$ cat src/core/dtc_defines.svh
`ifndef DTC_DEFINES_SVH
`define DTC_DEFINES_SVH

// timing
`define DTC_CLK_HZ 40000000
`define DTC_MEAS_WINDOW_MS 60
`define DTC_MEAS_WINDOW_CYC ((64'(`DTC_MEAS_WINDOW_MS) * 64'(`DTC_CLK_HZ)) / 64'd1000)
`define DTC_RATE_BASE_MS 16000
`define DTC_RATE_BASE_CYC ((64'(`DTC_RATE_BASE_MS) * 64'(`DTC_CLK_HZ)) / 64'd1000)
`define DTC_RATE_MAX_CODE 8'h07

// averaging: ten samples, divide by ten through a 16-bit reciprocal
`define DTC_AVG_COUNT 4'hA
`define DTC_DIV10_RECIP 16'h199A

// command codes
`define DTC_CMD_LOCAL 8'h00
`define DTC_CMD_REMOTE 8'h01
`define DTC_CMD_STATUS 8'h02
`define DTC_CMD_RD_CFG 8'h03
`define DTC_CMD_RD_RATE 8'h04
`define DTC_CMD_RD_LHI 8'h05
`define DTC_CMD_RD_LLO 8'h06
`define DTC_CMD_RD_RHI 8'h07
`define DTC_CMD_RD_RLO 8'h08
`define DTC_CMD_WR_CFG 8'h09
`define DTC_CMD_WR_RATE 8'h0A
`define DTC_CMD_WR_LHI 8'h0B
`define DTC_CMD_WR_LLO 8'h0C
`define DTC_CMD_WR_RHI 8'h0D
`define DTC_CMD_WR_RLO 8'h0E
`define DTC_CMD_ONESHOT 8'h0F

// configuration fields and reset values
`define DTC_CFG_MASK_BIT 7
`define DTC_CFG_STANDBY_BIT 6
`define DTC_CFG_USED 8'hC0
`define DTC_CFG_RESET 8'h00
`define DTC_RATE_RESET 8'h02
`define DTC_TEMP_RESET 8'h00
`define DTC_HI_LIMIT_RESET 8'h7F
`define DTC_LO_LIMIT_RESET 8'hC9

// bus addresses by {lo pin, hi pin} level
`define DTC_ADDR_LL 7'h18
`define DTC_ADDR_LO 7'h19
`define DTC_ADDR_LH 7'h1A
`define DTC_ADDR_OL 7'h29
`define DTC_ADDR_OO 7'h2A
`define DTC_ADDR_OH 7'h2B
`define DTC_ADDR_HL 7'h4C
`define DTC_ADDR_HO 7'h4D
`define DTC_ADDR_HH 7'h4E

`endif

$ cat src/core/dtc_pkg.sv
`default_nettype none

package dtc_pkg;

  typedef enum logic [3:0] {
    ST_IDLE = 4'b0001,
    ST_MEASURE = 4'b0010,
    ST_STORE = 4'b0100,
    ST_COMPARE = 4'b1000
  } dtc_state_t;

  typedef enum logic [1:0] {
    LVL_LOW = 2'h0,
    LVL_OPEN = 2'h1,
    LVL_HIGH = 2'h2
  } dtc_level_t;

  typedef struct packed {
    logic signed [7:0] localHigh;
    logic signed [7:0] localLow;
    logic signed [7:0] remoteHigh;
    logic signed [7:0] remoteLow;
  } dtc_limits_t;

  typedef struct packed {
    logic localHigh;
    logic localLow;
    logic remoteHigh;
    logic remoteLow;
  } dtc_status_t;

endpackage

`default_nettype wire

$ cat src/core/dtc_conv_ctrl.sv
`timescale 1ns/10ps
`default_nettype none
`include "dtc_defines.svh"

// What this block does
// free-running needs standby pin high, bit 6 clear
// one-shot command starts a single conversion
// rate register selects automatic conversion interval
// sources switched through both sensors, about 60 ms
// results stored as 8-bit two's complement
// compare results with limits, set status flags
// out-of-limit result drives open-drain alert low
// both channels measured, updated together on success
// each result averages ten converter cycles
// address pins decode low, high or open
// address pins latched at each conversion start
// no clock-low timeout on the bus side
// bit 7 mask, bit 6 standby, reset clears
// hardware standby ignores all; software standby allows one-shot (the code still stores register writes in hardware standby)
// hardware standby aborts conversion, results unchanged
// commands 00h/01h read local/remote, reset zero
module dtc_conv_ctrl #(
  parameter logic [31:0] MEAS_WINDOW_CYCLES = 32'(`DTC_MEAS_WINDOW_CYC),
  parameter logic [31:0] RATE_BASE_CYCLES = 32'(`DTC_RATE_BASE_CYC)
) (
  // clock and reset
  input wire logic clock,
  input wire logic rst,
  // pins
  input wire logic hwStandbyNPin,
  input wire logic [1:0] addrSelPinLo,
  input wire logic [1:0] addrSelPinHi,
  output logic alertOut,
  output logic alertOe,
  // command port from the serial interface
  input wire logic wrStrobe,
  input wire logic [7:0] wrCmd,
  input wire logic [7:0] wrData,
  input wire logic [7:0] rdCmd,
  output logic [7:0] rdData,
  // converter
  output logic adcStart,
  output logic adcSelRemote,
  output logic adcCurrentEn,
  input wire logic adcDone,
  input wire logic [7:0] adcSample,
  // state view
  output logic [6:0] busAddr,
  output logic convBusy,
  output logic [7:0] localTempResult,
  output logic [7:0] remoteTempResult
);

  if (MEAS_WINDOW_CYCLES < 32'h0000_0040 || RATE_BASE_CYCLES < 32'h0000_0100) begin : g_bad_params
    $error("dtc_conv_ctrl: window or rate base too short");
  end

  // divide by ten toward zero; exact for every sum of ten 8-bit samples
  function automatic logic [7:0] avgTen(input logic signed [11:0] sum);
    logic [11:0] mag;
    logic [27:0] prod;
    logic [7:0] quo;
    mag = sum[11] ? 12'(-sum) : 12'(sum);
    prod = {16'h0000, mag} * {12'h000, `DTC_DIV10_RECIP};
    quo = prod[23:16];
    avgTen = sum[11] ? 8'(-quo) : quo;
  endfunction

  // synchronised pins
  logic hwStandbyNSync;
  logic [1:0] addrLoSync;
  logic [1:0] addrHiSync;
  logic [6:0] addrDecoded;

  dtc_sync #(.WIDTH(5)) u_sync (
    .clock(clock),
    .rst(rst),
    .din({hwStandbyNPin, addrSelPinLo, addrSelPinHi}),
    .dout({hwStandbyNSync, addrLoSync, addrHiSync})
  );

  dtc_addr_decode u_addr (
    .loSense(addrLoSync),
    .hiSense(addrHiSync),
    .addr(addrDecoded)
  );

  // control state
  dtc_pkg::dtc_state_t state_r, state_nxt;
  logic [7:0] cfg_r, cfg_nxt;
  logic [7:0] rate_r, rate_nxt;
  dtc_pkg::dtc_limits_t limits_r, limits_nxt;
  dtc_pkg::dtc_status_t status_r, status_nxt;
  logic [7:0] localTemp_r, localTemp_nxt;
  logic [7:0] remoteTemp_r, remoteTemp_nxt;
  logic [6:0] busAddr_r, busAddr_nxt;
  logic addrSeeded_r, addrSeeded_nxt;
  logic [31:0] windowCnt_r, windowCnt_nxt;
  logic [31:0] rateCnt_r, rateCnt_nxt;
  logic [3:0] sampleCnt_r, sampleCnt_nxt;
  logic chanRemote_r, chanRemote_nxt;
  logic waitAdc_r, waitAdc_nxt;
  logic signed [11:0] accRemote_r, accRemote_nxt;
  logic signed [11:0] accLocal_r, accLocal_nxt;
  logic adcStart_r, adcStart_nxt;
  logic adcCurrentEn_r, adcCurrentEn_nxt;
  logic alertOe_r, alertOe_nxt;
  logic busy_r, busy_nxt;

  logic hwRun;
  logic freeRun;
  logic oneShot;
  logic [31:0] period;
  logic [2:0] rateCode;
  logic signed [11:0] sampleExt;

  always_comb begin
    hwRun = hwStandbyNSync;
    freeRun = hwRun && !cfg_r[`DTC_CFG_STANDBY_BIT];
    oneShot = wrStrobe && (wrCmd == `DTC_CMD_ONESHOT);
    rateCode = (rate_r > `DTC_RATE_MAX_CODE) ? 3'h7 : rate_r[2:0];
    period = RATE_BASE_CYCLES >> rateCode;
    sampleExt = {{4{adcSample[7]}}, adcSample};

    state_nxt = state_r;
    cfg_nxt = cfg_r;
    rate_nxt = rate_r;
    limits_nxt = limits_r;
    status_nxt = status_r;
    localTemp_nxt = localTemp_r;
    remoteTemp_nxt = remoteTemp_r;
    busAddr_nxt = busAddr_r;
    addrSeeded_nxt = 1'b1;
    windowCnt_nxt = windowCnt_r;
    rateCnt_nxt = rateCnt_r;
    sampleCnt_nxt = sampleCnt_r;
    chanRemote_nxt = chanRemote_r;
    waitAdc_nxt = waitAdc_r;
    accRemote_nxt = accRemote_r;
    accLocal_nxt = accLocal_r;
    adcStart_nxt = 1'b0;
    adcCurrentEn_nxt = 1'b0;
    busy_nxt = 1'b0;

    // the first cycle after reset loads the still-reset synchroniser output once, which decodes to address OO
    if (!addrSeeded_r) begin
      busAddr_nxt = addrDecoded;
    end

    // register writes; reserved configuration bits are not kept
    if (wrStrobe) begin
      case (wrCmd)
        `DTC_CMD_WR_CFG: cfg_nxt = wrData & `DTC_CFG_USED;
        `DTC_CMD_WR_RATE: rate_nxt = wrData;
        `DTC_CMD_WR_LHI: limits_nxt.localHigh = wrData;
        `DTC_CMD_WR_LLO: limits_nxt.localLow = wrData;
        `DTC_CMD_WR_RHI: limits_nxt.remoteHigh = wrData;
        `DTC_CMD_WR_RLO: limits_nxt.remoteLow = wrData;
        default: ;
      endcase
    end

    // interval runs start to start; it restarts whenever free-running stops
    if (!freeRun) begin
      rateCnt_nxt = 32'h0000_0000;
    end else if (rateCnt_r < period - 32'h0000_0001) begin
      rateCnt_nxt = rateCnt_r + 32'h0000_0001;
    end

    case (state_r)
      dtc_pkg::ST_IDLE: begin
        // a one-shot while busy is dropped rather than queued
        if (hwRun && (oneShot || (freeRun && rateCnt_r >= period - 32'h0000_0001))) begin
          state_nxt = dtc_pkg::ST_MEASURE;
          busAddr_nxt = addrDecoded;
          rateCnt_nxt = 32'h0000_0000;
          windowCnt_nxt = 32'h0000_0000;
          sampleCnt_nxt = 4'h0;
          chanRemote_nxt = 1'b1;
          waitAdc_nxt = 1'b0;
          accRemote_nxt = 12'sh000;
          accLocal_nxt = 12'sh000;
          busy_nxt = 1'b1;
          adcCurrentEn_nxt = 1'b1;
        end
      end
      dtc_pkg::ST_MEASURE: begin
        busy_nxt = 1'b1;
        adcCurrentEn_nxt = 1'b1;
        windowCnt_nxt = windowCnt_r + 32'h0000_0001;
        if (!hwRun || windowCnt_r >= MEAS_WINDOW_CYCLES - 32'h0000_0001) begin
          // aborted or overrun: results stay as they were
          state_nxt = dtc_pkg::ST_IDLE;
          busy_nxt = 1'b0;
          adcCurrentEn_nxt = 1'b0;
          waitAdc_nxt = 1'b0;
        end else if (!waitAdc_r) begin
          adcStart_nxt = 1'b1;
          waitAdc_nxt = 1'b1;
        end else if (adcDone) begin
          waitAdc_nxt = 1'b0;
          if (chanRemote_r) begin
            accRemote_nxt = accRemote_r + sampleExt;
          end else begin
            accLocal_nxt = accLocal_r + sampleExt;
          end
          if (sampleCnt_r == `DTC_AVG_COUNT - 4'h1) begin
            sampleCnt_nxt = 4'h0;
            if (chanRemote_r) begin
              chanRemote_nxt = 1'b0;
            end else begin
              state_nxt = dtc_pkg::ST_STORE;
              adcCurrentEn_nxt = 1'b0;
            end
          end else begin
            sampleCnt_nxt = sampleCnt_r + 4'h1;
          end
        end
      end
      dtc_pkg::ST_STORE: begin
        if (!hwRun) begin
          state_nxt = dtc_pkg::ST_IDLE;
        end else begin
          busy_nxt = 1'b1;
          localTemp_nxt = avgTen(accLocal_r);
          remoteTemp_nxt = avgTen(accRemote_r);
          state_nxt = dtc_pkg::ST_COMPARE;
        end
      end
      dtc_pkg::ST_COMPARE: begin
        status_nxt.localHigh = $signed(localTemp_r) > $signed(limits_r.localHigh);
        status_nxt.localLow = $signed(localTemp_r) < $signed(limits_r.localLow);
        status_nxt.remoteHigh = $signed(remoteTemp_r) > $signed(limits_r.remoteHigh);
        status_nxt.remoteLow = $signed(remoteTemp_r) < $signed(limits_r.remoteLow);
        state_nxt = dtc_pkg::ST_IDLE;
      end
      default: begin
        state_nxt = dtc_pkg::ST_IDLE;
      end
    endcase

    // alert follows the stored flags, so it stays low until a clean result or until mask bit 7 is set
    alertOe_nxt = (|status_r) && !cfg_r[`DTC_CFG_MASK_BIT];
  end

  always_ff @(posedge clock or posedge rst) begin
    if (rst) begin
      state_r <= dtc_pkg::ST_IDLE;
      cfg_r <= `DTC_CFG_RESET;
      rate_r <= `DTC_RATE_RESET;
      limits_r <= {`DTC_HI_LIMIT_RESET, `DTC_LO_LIMIT_RESET,
                   `DTC_HI_LIMIT_RESET, `DTC_LO_LIMIT_RESET};
      status_r <= '0;
      localTemp_r <= `DTC_TEMP_RESET;
      remoteTemp_r <= `DTC_TEMP_RESET;
      busAddr_r <= `DTC_ADDR_OO;
      addrSeeded_r <= 1'b0;
      windowCnt_r <= 32'h0000_0000;
      rateCnt_r <= 32'h0000_0000;
      sampleCnt_r <= 4'h0;
      chanRemote_r <= 1'b1;
      waitAdc_r <= 1'b0;
      accRemote_r <= 12'sh000;
      accLocal_r <= 12'sh000;
      adcStart_r <= 1'b0;
      adcCurrentEn_r <= 1'b0;
      alertOe_r <= 1'b0;
      busy_r <= 1'b0;
    end else begin
      state_r <= state_nxt;
      cfg_r <= cfg_nxt;
      rate_r <= rate_nxt;
      limits_r <= limits_nxt;
      status_r <= status_nxt;
      localTemp_r <= localTemp_nxt;
      remoteTemp_r <= remoteTemp_nxt;
      busAddr_r <= busAddr_nxt;
      addrSeeded_r <= addrSeeded_nxt;
      windowCnt_r <= windowCnt_nxt;
      rateCnt_r <= rateCnt_nxt;
      sampleCnt_r <= sampleCnt_nxt;
      chanRemote_r <= chanRemote_nxt;
      waitAdc_r <= waitAdc_nxt;
      accRemote_r <= accRemote_nxt;
      accLocal_r <= accLocal_nxt;
      adcStart_r <= adcStart_nxt;
      adcCurrentEn_r <= adcCurrentEn_nxt;
      alertOe_r <= alertOe_nxt;
      busy_r <= busy_nxt;
    end
  end

  // read path: no timer anywhere, a stalled host never resets it
  logic [7:0] rdData_r, rdData_nxt;

  always_comb begin
    case (rdCmd)
      `DTC_CMD_LOCAL: rdData_nxt = localTemp_r;
      `DTC_CMD_REMOTE: rdData_nxt = remoteTemp_r;
      `DTC_CMD_STATUS: rdData_nxt = {busy_r, status_r, 3'h0};
      `DTC_CMD_RD_CFG: rdData_nxt = cfg_r;
      `DTC_CMD_RD_RATE: rdData_nxt = rate_r;
      `DTC_CMD_RD_LHI: rdData_nxt = limits_r.localHigh;
      `DTC_CMD_RD_LLO: rdData_nxt = limits_r.localLow;
      `DTC_CMD_RD_RHI: rdData_nxt = limits_r.remoteHigh;
      `DTC_CMD_RD_RLO: rdData_nxt = limits_r.remoteLow;
      default: rdData_nxt = 8'h00;
    endcase
  end

  always_ff @(posedge clock or posedge rst) begin
    if (rst) begin
      rdData_r <= 8'h00;
    end else begin
      rdData_r <= rdData_nxt;
    end
  end

  // outputs; the alert pin only ever pulls low
  always_comb begin
    alertOut = 1'b0;
  end

  assign alertOe = alertOe_r;
  assign rdData = rdData_r;
  assign adcStart = adcStart_r;
  assign adcSelRemote = chanRemote_r;
  assign adcCurrentEn = adcCurrentEn_r;
  assign busAddr = busAddr_r;
  assign convBusy = busy_r;
  assign localTempResult = localTemp_r;
  assign remoteTempResult = remoteTemp_r;

endmodule

`default_nettype wire

$ cat src/core/dtc_sync.sv
`timescale 1ns/10ps
`default_nettype none

module dtc_sync #(
  parameter int WIDTH = 1
) (
  // clock and reset
  input wire logic clock,
  input wire logic rst,
  // levels
  input wire logic [WIDTH-1:0] din,
  output logic [WIDTH-1:0] dout
);

  logic [WIDTH-1:0] meta_r;
  logic [WIDTH-1:0] meta_nxt;
  logic [WIDTH-1:0] dout_nxt;

  if (WIDTH < 1) begin : g_bad_width
    $error("dtc_sync: width must be at least one");
  end

  always_comb begin
    meta_nxt = din;
    dout_nxt = meta_r;
  end

  always_ff @(posedge clock or posedge rst) begin
    if (rst) begin
      meta_r <= '0;
      dout <= '0;
    end else begin
      meta_r <= meta_nxt;
      dout <= dout_nxt;
    end
  end

endmodule

`default_nettype wire

$ cat src/core/dtc_addr_decode.sv
`timescale 1ns/10ps
`default_nettype none
`include "dtc_defines.svh"

module dtc_addr_decode (
  // comparator senses per pin: bit1 above high threshold, bit0 below low threshold
  input wire logic [1:0] loSense,
  input wire logic [1:0] hiSense,
  // decoded address
  output logic [6:0] addr
);

  function automatic dtc_pkg::dtc_level_t pinLevel(input logic [1:0] sense);
    if (sense[0]) begin
      pinLevel = dtc_pkg::LVL_LOW;
    end else if (sense[1]) begin
      pinLevel = dtc_pkg::LVL_HIGH;
    end else begin
      pinLevel = dtc_pkg::LVL_OPEN;
    end
  endfunction

  dtc_pkg::dtc_level_t loLvl;
  dtc_pkg::dtc_level_t hiLvl;

  always_comb begin
    loLvl = pinLevel(loSense);
    hiLvl = pinLevel(hiSense);
    case ({loLvl, hiLvl})
      {dtc_pkg::LVL_LOW, dtc_pkg::LVL_LOW}: addr = `DTC_ADDR_LL;
      {dtc_pkg::LVL_LOW, dtc_pkg::LVL_OPEN}: addr = `DTC_ADDR_LO;
      {dtc_pkg::LVL_LOW, dtc_pkg::LVL_HIGH}: addr = `DTC_ADDR_LH;
      {dtc_pkg::LVL_OPEN, dtc_pkg::LVL_LOW}: addr = `DTC_ADDR_OL;
      {dtc_pkg::LVL_OPEN, dtc_pkg::LVL_HIGH}: addr = `DTC_ADDR_OH;
      {dtc_pkg::LVL_HIGH, dtc_pkg::LVL_LOW}: addr = `DTC_ADDR_HL;
      {dtc_pkg::LVL_HIGH, dtc_pkg::LVL_OPEN}: addr = `DTC_ADDR_HO;
      {dtc_pkg::LVL_HIGH, dtc_pkg::LVL_HIGH}: addr = `DTC_ADDR_HH;
      default: addr = `DTC_ADDR_OO;
    endcase
  end

endmodule

`default_nettype wire

$ cat config.mk
export PLATFORM = sky130hd
export DESIGN_NAME = dtc_conv_ctrl
export DESIGN_NICKNAME = d
export VERILOG_FILES = /design/src/core/dtc_pkg.sv /design/src/core/dtc_conv_ctrl.sv /design/src/core/dtc_sync.sv /design/src/core/dtc_addr_decode.sv
export VERILOG_INCLUDE_DIRS = /design/src /design/src/core
export SDC_FILE = /design/constraint.sdc
export NUM_CORES = 1
export LEC_CHECK = 0
export BUFFER_PORTS_ARGS = -buffer_cell sky130_fd_sc_hd__buf_4
export CAP_MARGIN = 20
export CORE_AREA = 2 2 178 180
export DETAILED_ROUTE_END_ITERATION = 16
export DIE_AREA = 0 0 180 182
export PLACE_DENSITY = 0.81
export RECOVER_POWER = 50
export SLEW_MARGIN = 0
export SYNTH_ARGS = -nofsm -noshare
export SYNTH_HDL_FRONTEND = slang
export SYNTH_SLANG_ARGS = --single-unit
$ cat constraint.sdc
create_clock -name clock -period 11.2 [get_ports clock]
set_clock_uncertainty 0.1 [all_clocks]
set_input_delay 0.56 -clock clock [delete_from_list [all_inputs] [get_ports clock]]
set_output_delay 0.56 -clock clock [all_outputs]
set_load 0.01 [all_outputs]
==> results.md, run 1 <==
* Status: finished with violations
* Failing checks: max-capacitance violations, max-slew violations
* Design Area, Final at 18100 sq um
* Vias per cell at between 5 and 6
* Share of layout cells above drive strength 1 at a little under a tenth
* Initial DRC Count at ~940
* Clock Latency Late Sink at 0.45 ns
* Area occupied by multi-input gates at between 10000 and 15000 sq um
* Max VDD drop at 0.0999 mV
* Unrepaired setup endpoints after global routing: false
* Register area share after synthesis at between 20 and 30%
* I/O pin count at ~80
* Final Wtd Congestion at a little over 0.9
* Fmax at 139 MHz
* Register area at between 4000 and 5000 sq um
* Initial antenna violation count at 0
* Main synth FF type: dfrtp_1
* Layout Nets at about 2100
* WS Path Type: flip-flop to flip-flop
* R2R depth at 19
* TNS Setup at 0 ns
* Antenna-violating nets left at 0
* Gate count of the mapped netlist at approximately 1700
* WL/cell at 17.3 microns
* Syn. warnings at 0
* Fillers at ~2500
* Minimum hold slack at around 0.15 ns
* First-pass GRT wire length at 63.5 mm
* Slowest cell delay on critical path at 0.89 ns
* RR Endpoint: remoteTempResult[7]$_DFFE_PP0P_
* Count of final hold-check violations at 0
* Port buffer count at 76
* Total power at ~1.6 mW
* Chip height at 182 microns
* DIE WIDTH at roughly 180 microns
* Resized cells post-CTS at 0
* Syn_nets at approximately 2100
* Maximum fanout along the worst path at 30
* Most used cell, CP: fa_1
* Pre-CTS setup slack at slightly above 4 ns
* Sequence of cells on the critical path: o21ai_0 -> xnor2_1 -> ha_1 -> fa_1 -> inv_1 -> fa_1 -> inv_1 -> fa_1 -> fa_1 -> ha_1 -> a211o_1 -> a21oi_1 -> a211o_2 -> a21oi_4 -> o41ai_2 -> mux2_1 -> a311o_1 -> o31a_1 -> o31ai_1
* Slew @ Worst Pin at between 5 and 6 ns
* Startpoint Class: flip-flop
* Final antenna diode count at 0
* Max cap viols at 2
* Core region area at roughly 31000 sq um
* Post-synthesis cell type count at 85
* Vias in the first global route at around 13000
* Lkg Pwr at ~9.4 nW
* Inserted Clock Buffers at 17
* Grt ovf at 0
* # DRC at 0
* GRT Overall Usage at 23.4%
* Synthesized flop and latch total at 190
* TritonCTS Sinks at 190
* Area grow syn2layout at 8.40%
* Worst setup margin at between 4 and 5 ns
* Final setup violating endpoints at 0
* Worst rel slew slack at -238%
* Hold Path Sink: u_sync.dout_nxt[4]$_DFF_PP0_
* Crit end category: flip-flop
* H-tree Lvls at 4
* Worst path arrival time at approximately 7.4 ns
* Root Buffer: clkbuf_16
* Min-Delay Startpoint: hwStandbyNPin
* Drt first pass iters at 5
* CTS tree: built
* Post-CTS Repair Setup Buffers at 0
* Met2 routed WL at about 18 mm
* Post-synth EDFFs at 0
* R2r setup slk at a little over 4 ns
* Max-slew violation count at around 190
* Period minus WS final at about 7 ns
* Critical-path top delay cell: dfrtp_1
* Initial Util at 53.9%
* Final worst path period share at between 60% and 70%
* Synthesized area at roughly 17000 sq um
* Clock transition at path regs at ~0.07 ns
* Pwr dens at around 87 nW/um^2
* Placed standard-cell area at 17700 sq um
* Worst Hold Class: input pin to flip-flop
* Detail Placement HPWL at between 20 and 30 mm
* Hold path depth at 1
* Ys async rst share at between 90% and 100%
* Via count of the routed design at approximately 13000
* Met3 wire len at 1.84 mm
* WP data required at 11.45 ns
* Hold-fix buffers, CTS at 0
* Total wire length at between 30 and 40 mm
* Worst reg2reg path startpoint: accRemote_r[11]$_DFFE_PP0P_
* Top layer in use: met4
* Avg Cell Area, Syn at just under 10 sq um
* Largest net degree at the start of global routing at 118
* Wire length on met1 at between 15 and 20 mm
* Die area at approximately 33000 sq um
* Row cnt at 65
* CTS max path bufs at 2
## layer usage
metal	global-route usage [%]	up-vias
li1	-	6153
met1	30.5	6321
met2	40.2	372
met3	3.49	78
met4	7.93	0
met5	0	-
## through the flow
step | util (%) | instances
floorplan | - | 1715
global placement | 57.0 | 2153
detailed placement | 57.0 | 2153
CTS | 58.9 | 2185
global route | 58.5 | 2186
finish | 58.5 | 2186
## synthesized netlist by cell type (8+ instances only)
cell type | count | area, sq um
nor3_1 | 30 | 150
dfrtp_1 | 162 | 4050
xnor2_1 | 76 | 666
nand3_1 | 34 | 170
a21oi_1 | 68 | 340
nor2_1 | 141 | 529
mux4_2 | 8 | 180
and2_1 | 16 | 100
inv_1 | 152 | 571
o31ai_1 | 11 | 82.6
nor2b_1 | 23 | 144
nand4_1 | 17 | 106
and3_1 | 15 | 93.8
and4_1 | 17 | 149
o21ai_0 | 88 | 440
mux2_2 | 30 | 338
dfstp_2 | 28 | 736
a21o_1 | 33 | 248
xor2_1 | 46 | 403
or3_1 | 17 | 106
nand2b_1 | 14 | 87.6
nor4b_1 | 9 | 78.8
ha_1 | 255 | 3190
nor4_1 | 12 | 75.1
a22o_1 | 17 | 149
clkbuf_1 | 37 | 139
o21a_1 | 15 | 113
fa_1 | 78 | 1560
mux2i_1 | 10 | 100
nand2_1 | 116 | 435
## power breakdown
group | leakage (nW) | internal, mW | total [mW] | switching (mW)
clock network | 0.294 | 0.321 | 0.625 | 0.304
logic | 6.69 | 0.0916 | 0.225 | 0.133
registers | 2.44 | 0.710 | 0.726 | 0.0163
## state kept, by name, summed over array words and instances (netlist names)
signal / count
addrSeeded_r: 1
rateCnt_r: 32
limits_r: 32
localTempResult: 8
accRemote_r: 12
adcCurrentEn: 1
adcSelRemote: 1
windowCnt_r: 32
rate_r: 8
alertOe: 1
sampleCnt_r: 4
status_r: 4
accLocal_r: 12
adcStart: 1
u_sync.dout: 5
remoteTempResult: 8
state_r: 4
cfg_r: 2
rdData: 8
u_sync.dout_nxt: 5
busAddr: 7
convBusy: 1
waitAdc_r: 1
## area by class of cell
class | count | area share [%]
clock buffers | 18 | 2.37
clock inverters | 14 | 0.919
inverters | 152 | 3.16
multi-input cells | 1326 | 61.6
flip-flops and latches | 190 | 26.4
well taps | 402 | 2.78
repair buffers | 84 | 2.74
## cells by family (layout without fill, tap and decap cells)
group / Yosys count / after routing / synth area share, %
AO/OA/AOI/OAI: 322 / 322 / 12.9
buffers and inverters: 199 / 268 / 4.56
flip-flops: 190 / 190 / 28.7
adder cells (fa/ha/maj): 333 / 333 / 28.4
AND/OR/NAND/NOR: 492 / 492 / 14.8
other: 2 / 2 / 0.0449
XOR/XNOR: 123 / 123 / 6.53
multiplexers: 54 / 54 / 4.10
## critical path, delay by kind of cell (launching register included)
kind | cells | cell delay [ns]
multiplexers | 1 | 0.37
adder cells (fa/ha/maj) | 6 | 2.79
AO/OA/AOI/OAI | 9 | 2.37
buffers and inverters | 2 | 0.12
flip-flops | 1 | 0.89
XOR/XNOR | 1 | 0.46
## worst max path at each step
stage / startpoint / to / slack [ns] / cells after the start
final: accRemote_r[11]$_DFFE_PP0P_ / remoteTempResult[7]$_DFFE_PP0P_ / 4.02 / 19
after global routing: rst / alertOe$_DFF_PP0_ / 2.98 / 3
after CTS: accRemote_r[0]$_DFFE_PP0P_ / remoteTempResult[7]$_DFFE_PP0P_ / 4.05 / 21
after detailed placement: accRemote_r[0]$_DFFE_PP0P_ / remoteTempResult[7]$_DFFE_PP0P_ / 4.08 / 23
after global placement: accRemote_r[0]$_DFFE_PP0P_ / remoteTempResult[7]$_DFFE_PP0P_ / 4.28 / 23
after floorplan: accRemote_r[11]$_DFFE_PP0P_ / remoteTempResult[7]$_DFFE_PP0P_ / 4.42 / 22
## placed cells by master (no fill, tap or decap), types with 39 or more instances in the layout
master    count
dfrtp_1     162
nor2_1      141
o21ai_0      88
xnor2_1      76
fa_1         78
xor2_1       46
nand2_1     116
clkbuf_1     39
ha_1        255
a21oi_1      68
inv_1       151
(Power assumes the default switching activity.)
==> run 2: changes to the inputs <==
Settings changed: PLACE_DENSITY 0.81 to 0.84.
Clock period 11.2 ns to 6.28 ns, I/O delays scaled along.
==> run 2 against run 1 <==
  * The run ends with max-capacitance violations, max-slew violations, negative setup slack left
  * Critical path depth is the same
  * Clock power grew 73%
  * Non-clock buffer count up 84
==> results.md, run 2 (synthesized netlist as in run 1, its figures left out) <==
* Drt first pass iters at 8
* Crit end category: flip-flop
* Layout Nets at roughly 2200
* CTS max path bufs at 2
* Startpoint Class: flip-flop
* Initial DRC Count at 1270
* Pre-CTS setup slack at -0.219 ns
* Area occupied by multi-input gates at ~12000 sq um
* Commonest cells after routing, fill and taps aside: ha_1, dfrtp_1, inv_1
* Final antenna diode count at 0
* Vias per cell at slightly above 6
* Share of layout cells above drive strength 1 at between 15 and 20%
* Fillers at 2267
* Initial Util at roughly 54%
* Worst rel slew slack at -195%
* Detail Placement HPWL at about 30 mm
* Grt ovf at 0
* Port buffer count at 76
* Lkg Pwr at roughly 10 nW
* Worst path arrival time at slightly below 7 ns
* Pwr dens at 145 nW/um^2
* WP data required at about 6.5 ns
* Maximum fanout along the worst path at 6
* Clock transition at path regs at 0.08 ns
* DIE WIDTH at about 180 microns
* Via count of the routed design at between 10000 and 15000
* TritonCTS Sinks at 190
* Core region area at between 30000 and 40000 sq um
* Max-slew violation count at 123
* Area grow syn2layout at 15.5%
* Die area at between 30000 and 40000 sq um
* Unrepaired setup endpoints after global routing: true
* Register area at ~4800 sq um
* Count of final hold-check violations at 0
* Row cnt at 65
* Antenna-violating nets left at 0
* Total wire length at 42.6 mm
* Most common cell after layout, fill and taps aside: ha_1
* Vias in the first global route at 13800
* Max VDD drop at around 0.21 mV
* First-pass GRT wire length at 67.1 mm
* Final worst path period share at 103%
* R2R depth at 19
* Fmax at about 150 MHz
* # DRC at 0
* GRT Overall Usage at roughly 25%
* Initial antenna violation count at 0
* CTS tree: built
* Clock Latency Late Sink at between 0.4 and 0.5 ns
* Slew @ Worst Pin at between 4 and 5 ns
* Final setup violating endpoints at 2
* Worst setup margin at -0.195 ns
* Chip height at 182 microns
* Max cap viols at 1
* Failing checks: max-capacitance violations, max-slew violations, negative setup slack
* Inserted Clock Buffers at 17
* Largest net degree at the start of global routing at ~120
* Hold path depth at 3
* Worst Hold Class: input pin to flip-flop
* Total power at around 2.8 mW
* WL/cell at roughly 19 microns
* Status: finished with violations
* Period minus WS final at between 6 and 7 ns
* R2r setup slk at -0.20 ns
* Root Buffer: clkbuf_16
* I/O pin count at 78
* H-tree Lvls at 4
* Largest regs: limits_r (32), rateCnt_r (32), windowCnt_r (32)
* Final Wtd Congestion at 0.914
* WS Path Type: flip-flop to flip-flop
run 2: cell types whose count changed in the layout (fill, tap and decap cells not counted), moves of 5 or more:
| cell | change |
|---|---|
| nand2_1 | -5 |
| inv_2 | +5 |
| fa_2 | +6 |
| fa_1 | -6 |
| ha_2 | +6 |
| xnor2_2 | +7 |
| o21ai_0 | -12 |
| ha_1 | -18 |
| o21ai_1 | +9 |
| dlygate4sd3_1 | +6 |
| ha_4 | +12 |
| buf_4 | +75 |
| xnor2_1 | -9 |
run 2: repair_timing:
action                                 CTS  global route
setup endpoints to repair                7            13
hold buffers                             6             0
pin swaps                               20            58
setup buffers                            3            10
endpoints found under the hold margin   70             0
resized for setup                       20            78
run 2: layout make-up:
type / instances / share of cell area (%)
multi-input combinational: 1326 / 60.7
clock inverter: 13 / 0.668
clock buffer: 19 / 2.29
tap: 402 / 2.61
timing repair buffer: 168 / 5.97
inverter: 152 / 2.96
sequential: 190 / 24.8
run 2: worst paths after layout:
check,to,from
min reg2reg,u_sync.dout[0]$_DFF_PP0_,u_sync.dout_nxt[0]$_DFF_PP0_
max reg2reg,remoteTempResult[7]$_DFFE_PP0P_,accRemote_r[0]$_DFFE_PP0P_
min in group asynchronous,busAddr[2]$_DFF_PP0_,rst
max in group asynchronous,accRemote_r[11]$_DFFE_PP0P_,rst
min,limits_r[27]$_DFFE_PP1P_,wrData[3]
max,remoteTempResult[7]$_DFFE_PP0P_,accRemote_r[0]$_DFFE_PP0P_
run 2: through the flow:
step	hold slack [ns]	cells	area (sq um)	setup TNS, ns	utilization [%]
floorplan	0.231	1715	16800	0	-
global placement	0.232	2218	18200	0	58.8
detailed placement	0.235	2218	18200	-0.492	58.8
CTS	0.0205	2259	19000	-0.0863	61.3
global route	0.0432	2270	19300	-1.09	62.3
finish	0.0209	2270	19300	-0.213	62.3
run 2: where the power goes:
part | internal [mW] | switching (mW)
Combinational | 0.173 | 0.245
Clock | 0.537 | 0.539
Sequential | 1.27 | 0.0297
run 2: worst max-delay path, cell delays in order (launching register included):
cell and delay [ns]:
dfrtp_1 0.40, inv_2 0.09, nand2_2 0.06, or4_4 0.53
o21ai_0 0.25, xnor2_1 0.20, ha_1 0.32, fa_1 0.62
fa_2 0.50, fa_1 0.49, ha_1 0.30, ha_2 0.44
o21ai_1 0.09, a211o_2 0.36, a21oi_4 0.32, nor3_4 0.07
o311a_4 0.39, a311o_1 0.34, o31a_1 0.27, o31ai_2 0.22
run 2: per-layer routing:
layer | global-route usage (%) | up-vias | wire, microns
li1 | - | 6317 | -
met1 | 31.6 | 6771 | 17500
met2 | 42.3 | 530 | 20900
met3 | 3.99 | 137 | 2530
met4 | 8.94 | 0 | 1680
met5 | 0 | - | 0
==> run 3: changes to the inputs <==
Settings changed: CORE_AREA 2 2 178 180 to 2 2 208 210, CTS_BUF_LIST from default to sky130_fd_sc_hd__clkbuf_4, DIE_AREA 0 0 180 182 to 0 0 210 212, PLACE_DENSITY 0.84 to 0.66.
==> run 3 against run 2 <==
  * The flow still finishes with violations (max-capacitance violations, max-slew violations, negative setup slack)
  * Critical path depth decreased by 1
  * Utilization decreased by 17 points
  * Register-to-register slack improved by 0.09 ns
  * Non-clock buffer count increased by 3
  * Final cell count increased by 6.6%
  * Sequential share of layout area increased by 0.31 points
  * Clock-buffer cell count unchanged
  * Critical path type unchanged
  * Largest cell class unchanged
  * Largest power group unchanged
  * Highest routed layer unchanged
==> results.md, run 3 (synthesized netlist as in run 1, its figures left out) <==
* TNS Setup at -0.106 ns
* Initial Util at between 30% and 40%
* Design Area, Final at 19100 sq um
* Clock Latency Late Sink at between 0.6 and 0.7 ns
* Total wire length at 38.0 mm
* DIE WIDTH at between 200 and 250 microns
* Count of final hold-check violations at 0
* Final setup violating endpoints at 1
* H-tree Lvls at 4
* Grt ovf at 0
* CTS max path bufs at 2
* Post-layout util at 44.8%
* CTS tree: built
* Share of layout cells above drive strength 1 at between 10% and 20%
* Final Wtd Congestion at around 0.85
* Detail Placement HPWL at between 30 and 40 mm
* Slew @ Worst Pin at about 4.6 ns
* Reg power frac at 54.4%
* Placed standard-cell area at about 18000 sq um
* Clk pwr share at roughly 28%
* I/O pin count at 78
* Port buffer count at 76
* Worst setup margin at -0.106 ns
* Max VDD drop at 0.111 mV
* Root Buffer: clkbuf_4
* Row cnt at 76
* First-pass GRT wire length at approximately 64 mm
* Fmax at 157 MHz
* Layout Nets at approximately 2200
* WP data required at between 6 and 7 ns
* # DRC at 0
* Inserted Clock Buffers at 17
* Crit end category: flip-flop
* Final worst path period share at 102%
* Largest regs: limits_r (32), rateCnt_r (32), windowCnt_r (32)
* Initial DRC Count at approximately 700
* Via count of the routed design at 12900
* Pre-CTS setup slack at -0.128 ns
* Most common cell after layout, fill and taps aside: ha_1
* P_sw at ~720 uW
* Initial antenna violation count at 2
* Sw Share at a little under a third
* Logic gate share of total power at ~18%
* Vias per cell at 5.32
* Worst path arrival time at 6.81 ns
* Pwr dens at between 100 and 150 nW/um^2
* Clock transition at path regs at between 0.15 and 0.2 ns
* Vias in the first global route at approximately 13000
* Hold path depth at 3
* GRT Overall Usage at roughly 17%
* Period minus WS final at between 6 and 7 ns
* Core region area at roughly 43000 sq um
* WL/cell at approximately 16 microns
* Internal at between 1.5 and 2 mW
* Lkg Pwr at ~9.9 nW
* Die area at ~45000 sq um
* Startpoint Class: flip-flop
* Failing checks: max-capacitance violations, max-slew violations, negative setup slack
* Largest net degree at the start of global routing at around 130
* Max cap viols at 1
* Chip height at approximately 210 microns
* Status: finished with violations
* Area grow syn2layout at 14.1%
* Antenna-violating nets left at 0
* Unrepaired setup endpoints after global routing: true
* R2R depth at 18
* WS Path Type: flip-flop to flip-flop
* Worst Hold Class: input pin to flip-flop
* Max-slew violation count at 127
* Commonest cells after routing, fill and taps aside: ha_1, dfrtp_1, inv_1
* Worst rel slew slack at -208%
* Drt first pass iters at 7
* Maximum fanout along the worst path at 5
* TritonCTS Sinks at 190
## run 3: cell count changes in the layout (fill, tap and decap cells not counted), moves of 4 or more
cell	previous run	this run
clkbuf_4	8	26
clkbuf_16	17	0
dlygate4sd3_1	6	21
clkbuf_1	39	25
ha_1	237	248
ha_4	12	6
ha_2	6	1
nand2_1	111	115
o21ai_0	76	80
## run 3: power by group through the flow
stage | registers, mW | clock network, mW | logic [mW]
after floorplan | 1.31 | 0 | 0.286
after global placement | 1.32 | 0 | 0.393
after detailed placement | 1.32 | 0 | 0.407
after CTS | 1.29 | 0.693 | 0.418
after global routing | 1.30 | 0.734 | 0.472
final | 1.29 | 0.668 | 0.415
## run 3: routing by layer
layer | up-vias | routed length [microns] | track usage, %
li1 | 6321 | - | -
met1 | 6276 | 18300 | 23.7
met2 | 239 | 17800 | 29.7
met3 | 40 | 1330 | 2.17
met4 | 0 | 592 | 4.38
met5 | - | 0 | 0
## run 3: final cells by class
class	instances	area [sq um]
clock buffer	19	143
clock inverter	13	130
timing repair buffer	171	1270
antenna	2	5.00
multi-input combinational	1326	11500
inverter	152	571
tap	546	683
sequential	190	4790
fill	4031	23400
## run 3: repair_timing
item	CTS	global route
pin swaps	9	19
endpoints found under the setup margin	5	18
gates resized for setup	5	41
buffers inserted	0	3
hold buffers	21	0
hold endpoints to repair	165	0
## run 3: path summary, 6_finish.rpt
kind,startpoint,end,slack [ns]
setup / recovery,accRemote_r[2]$_DFFE_PP0P_,remoteTempResult[7]$_DFFE_PP0P_,-0.11
max in group asynchronous,rst,accLocal_r[6]$_DFFE_PP0P_,1.49
setup reg to reg,accRemote_r[2]$_DFFE_PP0P_,remoteTempResult[7]$_DFFE_PP0P_,-0.11
hold / removal,adcSample[1],accLocal_r[1]$_DFFE_PP0P_,0.07
min in group asynchronous,rst,busAddr[6]$_DFF_PP0_,1.90
hold reg to reg,u_sync.dout_nxt[1]$_DFF_PP0_,u_sync.dout[1]$_DFF_PP0_,0.27
## run 3: metrics by stage
step | hold slack, ns | total power, mW | cells
after CTS | 0.0277 | 2.41 | 2413
after global routing | 0.0644 | 2.50 | 2419
after global placement | 0.232 | 1.71 | 2360
final | 0.0689 | 2.38 | 2419
after detailed placement | 0.235 | 1.72 | 2360
after floorplan | 0.231 | 1.59 | 1715
## run 3: critical path: stages, from the launching register on
cell	delay, ns
dfrtp_1	0.44
or4_4	0.58
o31ai_4	0.27
xnor2_2	0.14
ha_1	0.35
fa_1	0.51
fa_1	0.45
fa_1	0.57
fa_1	0.45
ha_4	0.25
a21o_1	0.19
a21o_1	0.20
a21oi_2	0.20
a21oi_4	0.11
o211a_1	0.25
o311a_1	0.38
a311o_1	0.34
o31a_1	0.30
o31ai_1	0.19
